## src/common/dtc_pkg.sv

```systemverilog
// constants, register map and types for the dram termination control block
package dtc_pkg;

    // apb geometry
    localparam int DTC_AW = 8;
    localparam int DTC_DW = 32;

    // register offsets (byte addresses)
    localparam logic [7:0] DTC_CFG_OFS = 8'h00;
    localparam logic [7:0] DTC_LAT_OFS = 8'h04;
    localparam logic [7:0] DTC_STAT_OFS = 8'h08;

    // configuration register fields
    localparam int DTC_CFG_W = 13;
    localparam int DTC_NOM_LSB = 0;
    localparam int DTC_WR_LSB = 3;
    localparam int DTC_PARK_LSB = 6;
    localparam int DTC_PRE2_BIT = 9;
    localparam int DTC_CRC_BIT = 10;
    localparam int DTC_BM_LSB = 11;
    localparam logic [12:0] DTC_CFG_RST = 13'h0000;

    // burst modes
    localparam logic [1:0] DTC_BM_BL8 = 2'h0;
    localparam logic [1:0] DTC_BM_BC4 = 2'h1;
    localparam logic [1:0] DTC_BM_OTF = 2'h2;

    // latency register fields, 6 bits each
    localparam int DTC_LAT_W = 24;
    localparam int DTC_CWL_LSB = 0;
    localparam int DTC_AL_LSB = 6;
    localparam int DTC_PL_LSB = 12;
    localparam int DTC_CL_LSB = 18;
    localparam logic [23:0] DTC_LAT_RST = 24'h2c0009;

    // latency offsets and read window pieces, in clocks
    localparam logic [7:0] DTC_OFS_PRE1 = 8'h02;
    localparam logic [7:0] DTC_OFS_PRE2 = 8'h03;
    localparam logic [3:0] DTC_HALF_BC4 = 4'h2;
    localparam logic [3:0] DTC_HALF_BL8 = 4'h4;
    localparam logic [3:0] DTC_EXT_PRE1 = 4'h2;
    localparam logic [3:0] DTC_EXT_PRE2 = 4'h3;

    // delay line
    localparam int DTC_DLY_DEPTH = 64;
    localparam logic [5:0] DTC_TAP_MIN = 6'h01;
    localparam logic [5:0] DTC_TAP_MAX = 6'h3f;

    // termination states
    typedef enum logic [1:0] {
        DTC_OFF = 2'b00,
        DTC_NOM = 2'b01,
        DTC_WR = 2'b10,
        DTC_PARK = 2'b11
    } dtc_term_t;

endpackage

```

## src/hdl/dtc_delay_line.sv

```systemverilog
// shift register delay line with a run-time tap
`timescale 1ns/1ps
module dtc_delay_line (
    // clock and reset
    input wire logic pclk,
    input wire logic presetn,
    // data
    input wire logic din,
    input wire logic [5:0] tap,
    output logic dout
);
    import dtc_pkg::*;

    logic [DTC_DLY_DEPTH-1:0] stage;
    logic [5:0] idx;

    // one flop per stage; stage k holds din delayed k+1 clocks
    genvar g;
    generate
        for (g = 0; g < DTC_DLY_DEPTH; g++) begin : g_stage
            always_ff @(posedge pclk or negedge presetn) begin
                if (!presetn) begin
                    stage[g] <= 1'b0;
                end else if (g == 0) begin
                    stage[g] <= din;
                end else begin
                    stage[g] <= stage[(g == 0) ? 0 : g-1];
                end
            end
        end
    endgenerate

    // tap of n gives din delayed n clocks; tap below one is clamped
    assign idx = (tap < DTC_TAP_MIN) ? 6'h00 : tap - DTC_TAP_MIN;
    assign dout = stage[idx];

endmodule // dtc_delay_line

```

## src/hdl/dtc_term_ctrl.sv

```systemverilog
// termination selection and timing with its apb register file
//
// Our own choices: the APB interface to the registers and the register offsets.
`timescale 1ns/1ps
module dtc_term_ctrl (
    // clock and reset
    input wire logic pclk,
    input wire logic presetn,
    // apb slave
    input wire logic psel,
    input wire logic penable,
    input wire logic pwrite,
    input wire logic [dtc_pkg::DTC_AW-1:0] paddr,
    input wire logic [dtc_pkg::DTC_DW-1:0] pwdata,
    output logic pready,
    output logic [dtc_pkg::DTC_DW-1:0] prdata,
    output logic pslverr,
    // dram side, synchronous to pclk
    input wire logic odt_pin,
    input wire logic cmd_read,
    input wire logic wr_window,
    input wire logic dll_locked,
    input wire logic self_refresh,
    // termination control
    output dtc_pkg::dtc_term_t term_state,
    output logic [2:0] term_value,
    output logic pin_rx_enable,
    output logic read_blank
);
    import dtc_pkg::*;

    // register storage
    logic [DTC_CFG_W-1:0] cfg;
    logic [DTC_LAT_W-1:0] lat;

    // apb decode
    logic setup_phase;
    logic access_done;
    logic hit_cfg;
    logic hit_lat;
    logic hit_stat;
    logic hit_any;
    logic wr_cfg;
    logic wr_lat;
    logic [DTC_DW-1:0] rd_mux;
    logic [DTC_DW-1:0] stat_word;

    // configuration fields
    logic [2:0] nom_val;
    logic [2:0] wr_val;
    logic [2:0] park_val;
    logic pre2;
    logic crc_en;
    logic [1:0] burst_mode;
    logic [5:0] cwl;
    logic [5:0] al;
    logic [5:0] pl;
    logic [5:0] cl;

    // derived latencies
    logic [7:0] lat_ofs;
    logic [7:0] pin_sum;
    logic [7:0] rd_sum;
    logic [5:0] pin_lat;
    logic [5:0] rd_off_lat;
    logic [3:0] half_burst;
    logic [3:0] pre_ext;
    logic [3:0] rd_dur;

    // pin and read timing
    logic nom_enabled;
    logic pin_gated;
    logic pin_q;
    logic pin_delayed;
    logic nom_active;
    logic rd_tap;
    logic [3:0] rd_cnt;
    logic [3:0] next_rd_cnt;
    logic next_read_blank;

    // selection
    dtc_term_t next_term_state;
    logic [2:0] next_term_value;

    // field extraction
    assign nom_val = cfg[DTC_NOM_LSB +: 3];
    assign wr_val = cfg[DTC_WR_LSB +: 3];
    assign park_val = cfg[DTC_PARK_LSB +: 3];
    assign pre2 = cfg[DTC_PRE2_BIT];
    assign crc_en = cfg[DTC_CRC_BIT];
    assign burst_mode = cfg[DTC_BM_LSB +: 2];
    assign cwl = lat[DTC_CWL_LSB +: 6];
    assign al = lat[DTC_AL_LSB +: 6];
    assign pl = lat[DTC_PL_LSB +: 6];
    assign cl = lat[DTC_CL_LSB +: 6];

    // fit a latency into the delay line; too short a latency still costs one clock
    function automatic logic [5:0] dtc_fit(input logic [7:0] sum, input logic [7:0] ofs);
        logic [7:0] diff;
        diff = sum - ofs;
        if (sum <= ofs) begin
            dtc_fit = DTC_TAP_MIN;
        end else if (diff > {2'b00, DTC_TAP_MAX}) begin
            dtc_fit = DTC_TAP_MAX;
        end else begin
            dtc_fit = diff[5:0];
        end
    endfunction

    // preamble picks the offset subtracted from every latency
    assign lat_ofs = pre2 ? DTC_OFS_PRE2 : DTC_OFS_PRE1;
    assign pin_sum = {2'b00, cwl} + {2'b00, al} + {2'b00, pl};
    assign rd_sum = {2'b00, cl} + {2'b00, al} + {2'b00, pl};
    // turn-on and turn-off share one latency
    assign pin_lat = dtc_fit(pin_sum, lat_ofs);
    assign rd_off_lat = dtc_fit(rd_sum, lat_ofs);

    // read blanking length; on-the-fly bursts are timed as the longer burst
    assign half_burst = (burst_mode == DTC_BM_BC4) ? DTC_HALF_BC4 : DTC_HALF_BL8;
    assign pre_ext = pre2 ? DTC_EXT_PRE2 : DTC_EXT_PRE1;
    assign rd_dur = half_burst + pre_ext + {3'b000, crc_en};

    // apb decode; all registers answer in the first access cycle
    assign setup_phase = psel && !penable;
    assign access_done = psel && penable && pready;
    assign hit_cfg = (paddr == DTC_CFG_OFS);
    assign hit_lat = (paddr == DTC_LAT_OFS);
    assign hit_stat = (paddr == DTC_STAT_OFS);
    assign hit_any = hit_cfg || hit_lat || hit_stat;
    assign wr_cfg = access_done && pwrite && hit_cfg;
    assign wr_lat = access_done && pwrite && hit_lat;

    // status shows live selection and timing state
    assign stat_word = {23'h000000, dll_locked, pin_q, read_blank, pin_rx_enable,
                        term_value, term_state};

    // read mux; unmapped addresses read zero
    assign rd_mux = hit_cfg ? {19'h00000, cfg} :
                    hit_lat ? {8'h00, lat} :
                    hit_stat ? stat_word :
                    32'h00000000;

    // pready rises for the access cycle only, so back to back transfers work
    always_ff @(posedge pclk or negedge presetn) begin
        if (!presetn) begin
            pready <= 1'b0;
            prdata <= 32'h00000000;
            pslverr <= 1'b0;
        end else begin
            pready <= setup_phase;
            prdata <= setup_phase && !pwrite ? rd_mux : 32'h00000000;
            pslverr <= setup_phase && !hit_any;
        end
    end

    // register writes take effect at the completing edge only
    always_ff @(posedge pclk or negedge presetn) begin
        if (!presetn) begin
            cfg <= DTC_CFG_RST;
            lat <= DTC_LAT_RST;
        end else begin
            if (wr_cfg) begin
                cfg <= pwdata[DTC_CFG_W-1:0];
            end
            if (wr_lat) begin
                lat <= pwdata[DTC_LAT_W-1:0];
            end
        end
    end

    // pin is only heeded with nominal enabled and outside self refresh
    assign nom_enabled = (nom_val != 3'h0);
    assign pin_gated = odt_pin && nom_enabled && !self_refresh;

    // registered pin; also feeds the dll-off path without latency
    always_ff @(posedge pclk or negedge presetn) begin
        if (!presetn) begin
            pin_q <= 1'b0;
        end else begin
            pin_q <= pin_gated;
        end
    end

    // pin delayed by the common turn-on and turn-off latency
    dtc_delay_line u_pin_dly (
        .pclk(pclk),
        .presetn(presetn),
        .din(pin_gated),
        .tap(pin_lat),
        .dout(pin_delayed)
    );

    // sync timing while locked; unlocked, the registered pin is used without latency
    assign nom_active = nom_enabled && (dll_locked ? pin_delayed : pin_q);

    // read commands delayed to the termination-off point
    dtc_delay_line u_rd_dly (
        .pclk(pclk),
        .presetn(presetn),
        .din(cmd_read),
        .tap(rd_off_lat),
        .dout(rd_tap)
    );

    // a later read reloads the window, so overlapping reads merge cleanly
    assign next_rd_cnt = rd_tap ? rd_dur : (rd_cnt != 4'h0) ? rd_cnt - 4'h1 : 4'h0;
    assign next_read_blank = (next_rd_cnt != 4'h0);

    always_ff @(posedge pclk or negedge presetn) begin
        if (!presetn) begin
            rd_cnt <= 4'h0;
            read_blank <= 1'b0;
        end else begin
            rd_cnt <= next_rd_cnt;
            read_blank <= next_read_blank;
        end
    end

    // priority selection each clock from settings, pin and windows
    always_comb begin
        next_term_state = DTC_OFF;
        next_term_value = 3'h0;
        if (self_refresh || next_read_blank) begin
            next_term_state = DTC_OFF;
            next_term_value = 3'h0;
        end else if (wr_window && (wr_val != 3'h0)) begin
            next_term_state = DTC_WR;
            next_term_value = wr_val;
        end else if (nom_active) begin
            next_term_state = DTC_NOM;
            next_term_value = nom_val;
        end else if (park_val != 3'h0) begin
            next_term_state = DTC_PARK;
            next_term_value = park_val;
        end else begin
            // all fields zero leaves termination disabled
            next_term_state = DTC_OFF;
            next_term_value = 3'h0;
        end
    end

    // state moves only on rising edges; outputs straight from flops
    always_ff @(posedge pclk or negedge presetn) begin
        if (!presetn) begin
            term_state <= DTC_OFF;
            term_value <= 3'h0;
            pin_rx_enable <= 1'b0;
        end else begin
            term_state <= next_term_state;
            term_value <= next_term_value;
            pin_rx_enable <= nom_enabled;
        end
    end

endmodule // dtc_term_ctrl

```

## config.mk

```make
export PLATFORM = sky130hd
export DESIGN_NAME = dtc_term_ctrl
export DESIGN_NICKNAME = d
export VERILOG_FILES = /design/src/common/dtc_pkg.sv /design/src/hdl/dtc_delay_line.sv /design/src/hdl/dtc_term_ctrl.sv
export SDC_FILE = /design/constraint.sdc
export NUM_CORES = 1
export LEC_CHECK = 0
export BUFFER_PORTS_ARGS = -buffer_cell sky130_fd_sc_hd__buf_4
export CAP_MARGIN = 5
export CORE_MARGIN = 2
export CORE_UTILIZATION = 60
export CTS_CLUSTER_DIAMETER = 150
export CTS_CLUSTER_SIZE = 16
export DETAILED_ROUTE_END_ITERATION = 7
export PLACE_DENSITY_LB_ADDON = 0.15
export SLEW_MARGIN = 20
export SYNTH_ARGS = -nofsm -noshare
export SYNTH_HDL_FRONTEND = slang
export SYNTH_SLANG_ARGS = --single-unit
```

## constraint.sdc

```tcl
create_clock -name pclk -period 11.6 [get_ports pclk]
set_input_delay 1.16 -clock pclk [delete_from_list [all_inputs] [get_ports pclk]]
set_output_delay 1.16 -clock pclk [all_outputs]
set_load 0.05 [all_outputs]
```

; ---- Word-level counts from Yosys, hierarchy flattened
; Index checks and enable logic that the tools add are counted.
[totals]
ff_bits = 202
inputBits = 50
out_inout_bits = 41
word_cells = 213
[op_classes]
addsub = 11
n_lt_le_gt_ge = 8
eq_ne = 3
muxes = 28
n_reduce_logical = 25
[op_table]
columns = op, n
row1 = two-way mux 24 bit, 3
row2 = two-way mux 6 bit, 6
row3 = adder 7 x 6 -> 8 bit, 2
row4 = greater-than comparator 8 x 6 -> 1 bit (second input constant), 2
row5 = <= comparator 8 x 2 -> 1 bit, 2
row6 = subtractor 8 x 2 -> 8 bit, 2
row7 = two-way mux 3 bit, 5
row8 = adder 6 x 6 -> 7 bit, 2
row9 = < comparator 6 x 7 -> 1 bit (second input constant), 2
row10 = binary-select mux 1 bit (select 6 bit), 2
row11 = logical AND 1 bit, 12
row12 = < comparator 6 x 1 -> 1 bit (second input constant), 2
row13 = subtractor 6 x 1 -> 6 bit (second input constant), 2
row14 = two-way mux 9 bit, 1
row15 = nonzero test 3 bit, 3
row16 = equality test 8 x 3 -> 1 bit (second input constant), 1
row17 = equality test 8 x 4 -> 1 bit (second input constant), 1
row18 = logical NOT 8 bit, 1
row19 = two-way mux 2 bit, 4
row20 = two-way mux 4 bit, 2
row21 = nonzero test 4 bit, 2
row22 = two-way mux 1 bit, 5
row23 = adder 3 x 2 -> 4 bit, 1
row24 = adder 4 x 1 -> 4 bit, 1
row25 = other kinds (4), 9

; ---- Longest topological paths before layout
[logic_depth]
depth_word = 15
mapped_depth = 30
mapped_depth_nobuf = 27

; ---- By module
; Synthesis repeated with hierarchy kept, for this count alone.
[unflattened]
hier_cells = 793
hier_area_um2 = 9228.9
[by_module_without_submodules]
columns = mod, n_inst, cells_each, area_per_inst_um2
row1 = dtc_delay_line, 2, 193, 2472.4
row2 = dtc_term_ctrl, 1, 407, 4284.1

; ---- Least setup slack after synthesis
; OpenSTA, ideal clock, no wires.
[synth_timing]
kind = reg-to-reg
start = reg lat[19]
end = reg term_value[0]
arrival_ns = 6.168
t_required_ns = 11.489
slack_ns = 5.320
stages_incl_launch_ff = 28
path_buffers = 4
cell_sequence = dfstp_2 > inv_1 > fa_1 > inv_1 > ha_1 > inv_1 > fa_1 > inv_1 > nor3_2 > and2_1 > nor3b_1 > nand3_1 > a21oi_2 > buf_4 > buf_4 > ha_1 > nand2_1 > or3_1 > nor3_1 > a211o_1 > buf_6 > buf_4 > mux2i_1 > o22ai_1 > a311oi_1 > nand4_2 > mux2i_4 > a2111oi_2
[synth_between]
elab_chain_len = 14
[synth_lines]
columns = element, line
row1 = from (decl), dtc_term_ctrl.sv:34  ; logic [DTC_LAT_W-1:0] lat;
row2 = from (signal assigned), dtc_term_ctrl.sv:166  ; lat <= pwdata[DTC_LAT_W-1:0];
row3 = adder 6 x 6 -> 7 bit *, dtc_term_ctrl.sv:113  ; assign rd_sum = {2'b00, cl} + {2'b00, al} + {2'b00, pl};
row4 = adder 7 x 6 -> 8 bit *, dtc_term_ctrl.sv:113
row5 = subtractor 8 x 2 -> 8 bit, dtc_term_ctrl.sv:100  ; diff = sum - ofs;
row6 = greater-than comparator 8 x 6 -> 1 bit, dtc_term_ctrl.sv:103  ; end else if (diff > {2'b00, DTC_TAP_MAX}) begin
row7 = two-way mux 6 bit, dtc_term_ctrl.sv:103
row8 = two-way mux 6 bit *, dtc_term_ctrl.sv:101  ; if (sum <= ofs) begin
row9 = subtractor 6 x 1 -> 6 bit or < comparator 6 x 1 -> 1 bit (tied branches), dtc_delay_line.sv:34  ; assign idx = (tap < DTC_TAP_MIN) ? 6'h00 : tap - DTC_TAP_MIN;
row10 = two-way mux 6 bit *, dtc_delay_line.sv:34
row11 = binary-select mux 1 bit (select 6 bit) *, dtc_delay_line.sv:35  ; assign dout = stage[idx];
row12 = two-way mux 1 bit (not written as such) *, dtc_delay_line.sv:35
row13 = two-way mux 4 bit *, dtc_term_ctrl.sv:206  ; assign next_rd_cnt = rd_tap ? rd_dur : (rd_cnt != 4'h0) ? rd_cnt - 4'h1 : 4'h0;
row14 = nonzero test 4 bit *, dtc_term_ctrl.sv:207  ; assign next_read_blank = (next_rd_cnt != 4'h0);
row15 = named net next_read_blank, dtc_term_ctrl.sv:79  ; logic next_read_blank;
row16 = logical OR 1 bit *, dtc_term_ctrl.sv:223  ; if (self_refresh || next_read_blank) begin
row17 = two-way mux 3 bit *, dtc_term_ctrl.sv:223
row18 = named net next_term_value[0], dtc_term_ctrl.sv:83  ; logic [2:0] next_term_value;
row19 = to (signal assigned), dtc_term_ctrl.sv:250  ; term_value <= next_term_value;
row20 = to (decl), dtc_term_ctrl.sv:26  ; output logic [2:0] term_value,
; The timed path passes the listed nets; every way through them passes the cells marked *. The select of a mux whose other input is x is not followed.
; A chain may end at the register's enable or synchronous reset.

; ---- Worst setup path in the final report
[layout_timing]
start = reg lat[19]
end = reg term_value[2]
; The elaborated chain is that of the path after synthesis.

==> summary.txt <==
Global routing
  • Number of global-route vias before repair: 7226
  • Global route overflow: 0
  • First-pass GRT wire length: 37100 um
  • Initial antenna violation count: 0
  • Global-route usage over all layers: 25.8%
  • Largest net degree at the start of global routing: 81

STA
  • Max-slew violation count: 0
  • Final TNS setup: 0 ns
  • Hold Vio Cnt, Final: 0
  • RSZ-0062 raised after global routing: false
  • F_max: 130 MHz
  • Period utilisation layout: 66.1%
  • Worst Clk Skew: 0.0154 ns
  • Setup violators final: 0
  • Rel. slew slack: 25.8%
  • Final min period: 7.67 ns
  • Measured slew at the worst slew-check pin: 1.10 ns

Worst setup path
  • WP data arrival: 8.03 ns
  • Worst Reg-to-Reg Cells: 26
  • Required time worst endpoint: 11.96 ns
  • Worst path most repeated cell: inv_1
  • Critical path class: reg2reg
  • CP Launch Type: flop
  • Crit-path max cell delay: 0.72 ns
  • CP max FO: 22
  • Master of the slowest instance on the critical path: a211o_1
  • Crit. End Element: flop

Clock network
  • # resized after CTS: 0
  • Clock Sinks: 202
  • Clk Latency, worst-skew pair: 0.48 ns
  • Root Driver: clkbuf_16
  • # H-tree levels: 1
  • Clk buf depth: 3
  • TritonCTS clock tree: built
  • CTS buffer count: 16
  • Post-CTS Setup Bufs: 0
  • # hold bufs at CTS: 0
  • Register clock-pin slew on the reported worst setup and hold paths: 0.08 ns

Synthesis
  • Mean post-synth cell area: 11.5 um2
  • Post-Synth Simple-Gate Area: 13.7%
  • Top cell type's share of synthesized area: 49.6%
  • Synth unique cells: 96
  • Main synth FF type: dfrtp_1
  • Xor and xnor area share after synthesis: 2.09%
  • Synth Cell Area: 9930 um2
  • Mux cell area share after synthesis: 8.22%
  • Largest family of logic cells by synthesized area: compound AO/OA/AOI/OAI gates
  • Area contributors post-synth: dfrtp_1 50%, mux2_2 4.8%, mux2i_1 3.2%
  • Post-synth EDFFs: 0
  • Number of synthesized register bits: 202
  • Ys Warns: 0
  • Async set-reset flop share out of synthesis: 100%
  • Fraction of the mapped netlist area in compound gates: 16.5%
  • Sequential area share after synthesis: 51.0%
  • Largest area contributor in the synthesized netlist: dfrtp_1
  • Cell count after synthesis: 867
  • Synth Area in Adders: 5.22%

Floorplanning
  • Die W: 133 um
  • Core Footprint: 16400 um2
  • # IOs: 91
  • Initial Utilization: 60.5%
  • Rows: 47
  • Die Span Y: 133 um
  • Die area: 17600 um2

Detailed routing
  • Vias: 7278
  • Routed wire length: 22600 um
  • First-pass DRT Iterations: 7
  • Met1 WL: 9810 um
  • Via density: 6.25
  • DRC Markers: 0
  • Initial DRC Count: 628
  • Top Layer Used: met4
  • Met3 wire length: 1160 um
  • Routed Antenna Nets: 0
  • Routed met2 length: 11200 um
  • Drt wl/cell: 19.4 um

Layout
  • Total of fill cells in the finished design: 1266
  • Area Overhead vs Synth: 12.0%
  • Nets@finish: 1020
  • N_diodes: 0
  • Layout cells sized above 1: 20.3%
  • Final Non-Filler Cells: 1165

Place
  • DP Wirelength: 16100 um
  • GP Congestion: 0.938
  • Cells after DPL: 1139
  • Input/output buffers: 74

Run status
  • Status: complete, no violations

Power and ir drop
  • Power Dens Cells: 125 nW/um2
  • Leakage power: 5.02 nW
  • Peak supply drop: 0.000117 V

Worst hold path
  • Min-Delay Path Depth: 0
  • Min-Delay Path Class: reg2reg

Flow run
  • MaxCap Viol Count: 0
flip-flops by register name, indices dropped and copies added, names as in the netlist:
name / flops
u_pin_dly.stage: 64
u_rd_dly.stage: 64
lat: 24
prdata: 24
cfg: 13
rd_cnt: 4
term_value: 3
term_state: 2
pin_rx_enable: 1
pready: 1
pslverr: 1
read_blank: 1
layout by cell type (no fill, tap or decap), types with 9 or more instances in the layout:
cell type  netlist  final
and2_1          15     15
clkbuf_16        0     17
buf_4           14     81
nand2b_1        12     12
mux2i_1         32     32
a21oi_1         32     32
nor2_1          56     55
a211oi_1        19     19
fa_1            14     14
a222oi_1         9      9
nand3_1         23     23
nor2b_1         10     10
ha_1            19     19
inv_1           26     26
nor3_1          20     20
mux2_2          42     42
xnor2_1         11     11
o21ai_0         37     37
a22oi_1          9      9
nand2_1         51     51
dfrtp_1        197    197
final timing paths:
check / end / slack (ns) / start
max reg2reg: term_value[2] / 3.93 / lat[19]
min: u_pin_dly.stage[4] / 0.36 / u_pin_dly.stage[3]
max in group asynchronous: prdata[5] / 9.69 / presetn
min in group asynchronous: u_rd_dly.stage[58] / 0.70 / presetn
min reg2reg: u_pin_dly.stage[4] / 0.36 / u_pin_dly.stage[3]
max: term_value[2] / 3.93 / lat[19]
power by group:
group / switching [W] / internal (W) / leakage (nW) / total [W]
logic: 0.0000944 / 0.0000528 / 2.15 / 0.000147
clock network: 0.000238 / 0.000271 / 0.223 / 0.000509
registers: 0.0000126 / 0.000721 / 2.65 / 0.000734
total: 0.000345 / 0.00105 / 5.02 / 0.00139
cell usage after synthesis, types with 8 or more instances:
| cell type | instances |
|---|---|
| nor3_1 | 20 |
| xnor2_1 | 11 |
| a222oi_1 | 9 |
| clkbuf_1 | 14 |
| nor2_1 | 56 |
| mux2i_1 | 32 |
| o21ai_0 | 37 |
| a21oi_1 | 32 |
| dfrtp_1 | 197 |
| ha_1 | 19 |
| nor2b_1 | 10 |
| and2_1 | 15 |
| nand2b_1 | 12 |
| nand2_1 | 51 |
| mux2_2 | 42 |
| buf_4 | 14 |
| a211oi_1 | 19 |
| fa_1 | 14 |
| nor4_1 | 8 |
| nand3_1 | 23 |
| a22oi_1 | 9 |
| o211ai_1 | 8 |
| o31ai_1 | 9 |
| inv_1 | 26 |
cell families (layout without fill, tap and decap cells):
| logic type | Yosys count | in the layout |
|---|---|---|
| simple gates | 255 | 255 |
| compound gates | 216 | 216 |
| flops | 202 | 202 |
| mux | 75 | 75 |
| buf+inv | 66 | 137 |
| fa+ha+maj | 33 | 33 |
| xor+xnor | 19 | 19 |
| other cells | 1 | 8 |
cell type report:
class / instances / area, um2 / share of cell area, %
sequential: 202 / 5060 / 45.5
multi-input combinational: 606 / 4590 / 41.3
timing repair buffer: 82 / 622 / 5.59
clock buffer: 25 / 455 / 4.10
tap: 220 / 275 / 2.48
inverter: 29 / 109 / 0.979
clock inverter: 1 / 8.76 / 0.0788
worst max-delay path: cells and delay by family, from the launching register on:
family / cells / cell delay (ns)
mux: 1 / 0.34
xor+xnor: 1 / 0.23
flops: 1 / 0.52
buf+inv: 5 / 0.59
fa+ha+maj: 4 / 1.35
simple gates: 10 / 3.00
compound gates: 5 / 1.49
per-layer routing:
| metal | global-route usage [%] | up-vias |
|---|---|---|
| met2 | 42.4 | 220 |
| met3 | 4.06 | 31 |
| li1 | - | 3338 |
| met4 | 5.79 | 0 |
| met5 | 0 | - |
| met1 | 36.6 | 3689 |
per-stage QoR:
| step | power, W | hold slack, ns | util [%] | setup slack, ns | area [um2] |
|---|---|---|---|---|---|
| 5_1_grt | 0.00144 | 0.370 | 67.8 | 3.35 | 11100 |
| 6_report | 0.00139 | 0.361 | 67.8 | 3.93 | 11100 |
| 3_3_place_gp | 0.000888 | 0.354 | 64.9 | 4.07 | 10600 |
| 2_1_floorplan | 0.000843 | 0.346 | - | 5.32 | 9960 |
| 4_1_cts | 0.00140 | 0.364 | 67.7 | 3.93 | 11100 |
| 3_5_place_dp | 0.000894 | 0.357 | 64.9 | 3.94 | 10600 |
(Power assumes the default switching activity.)
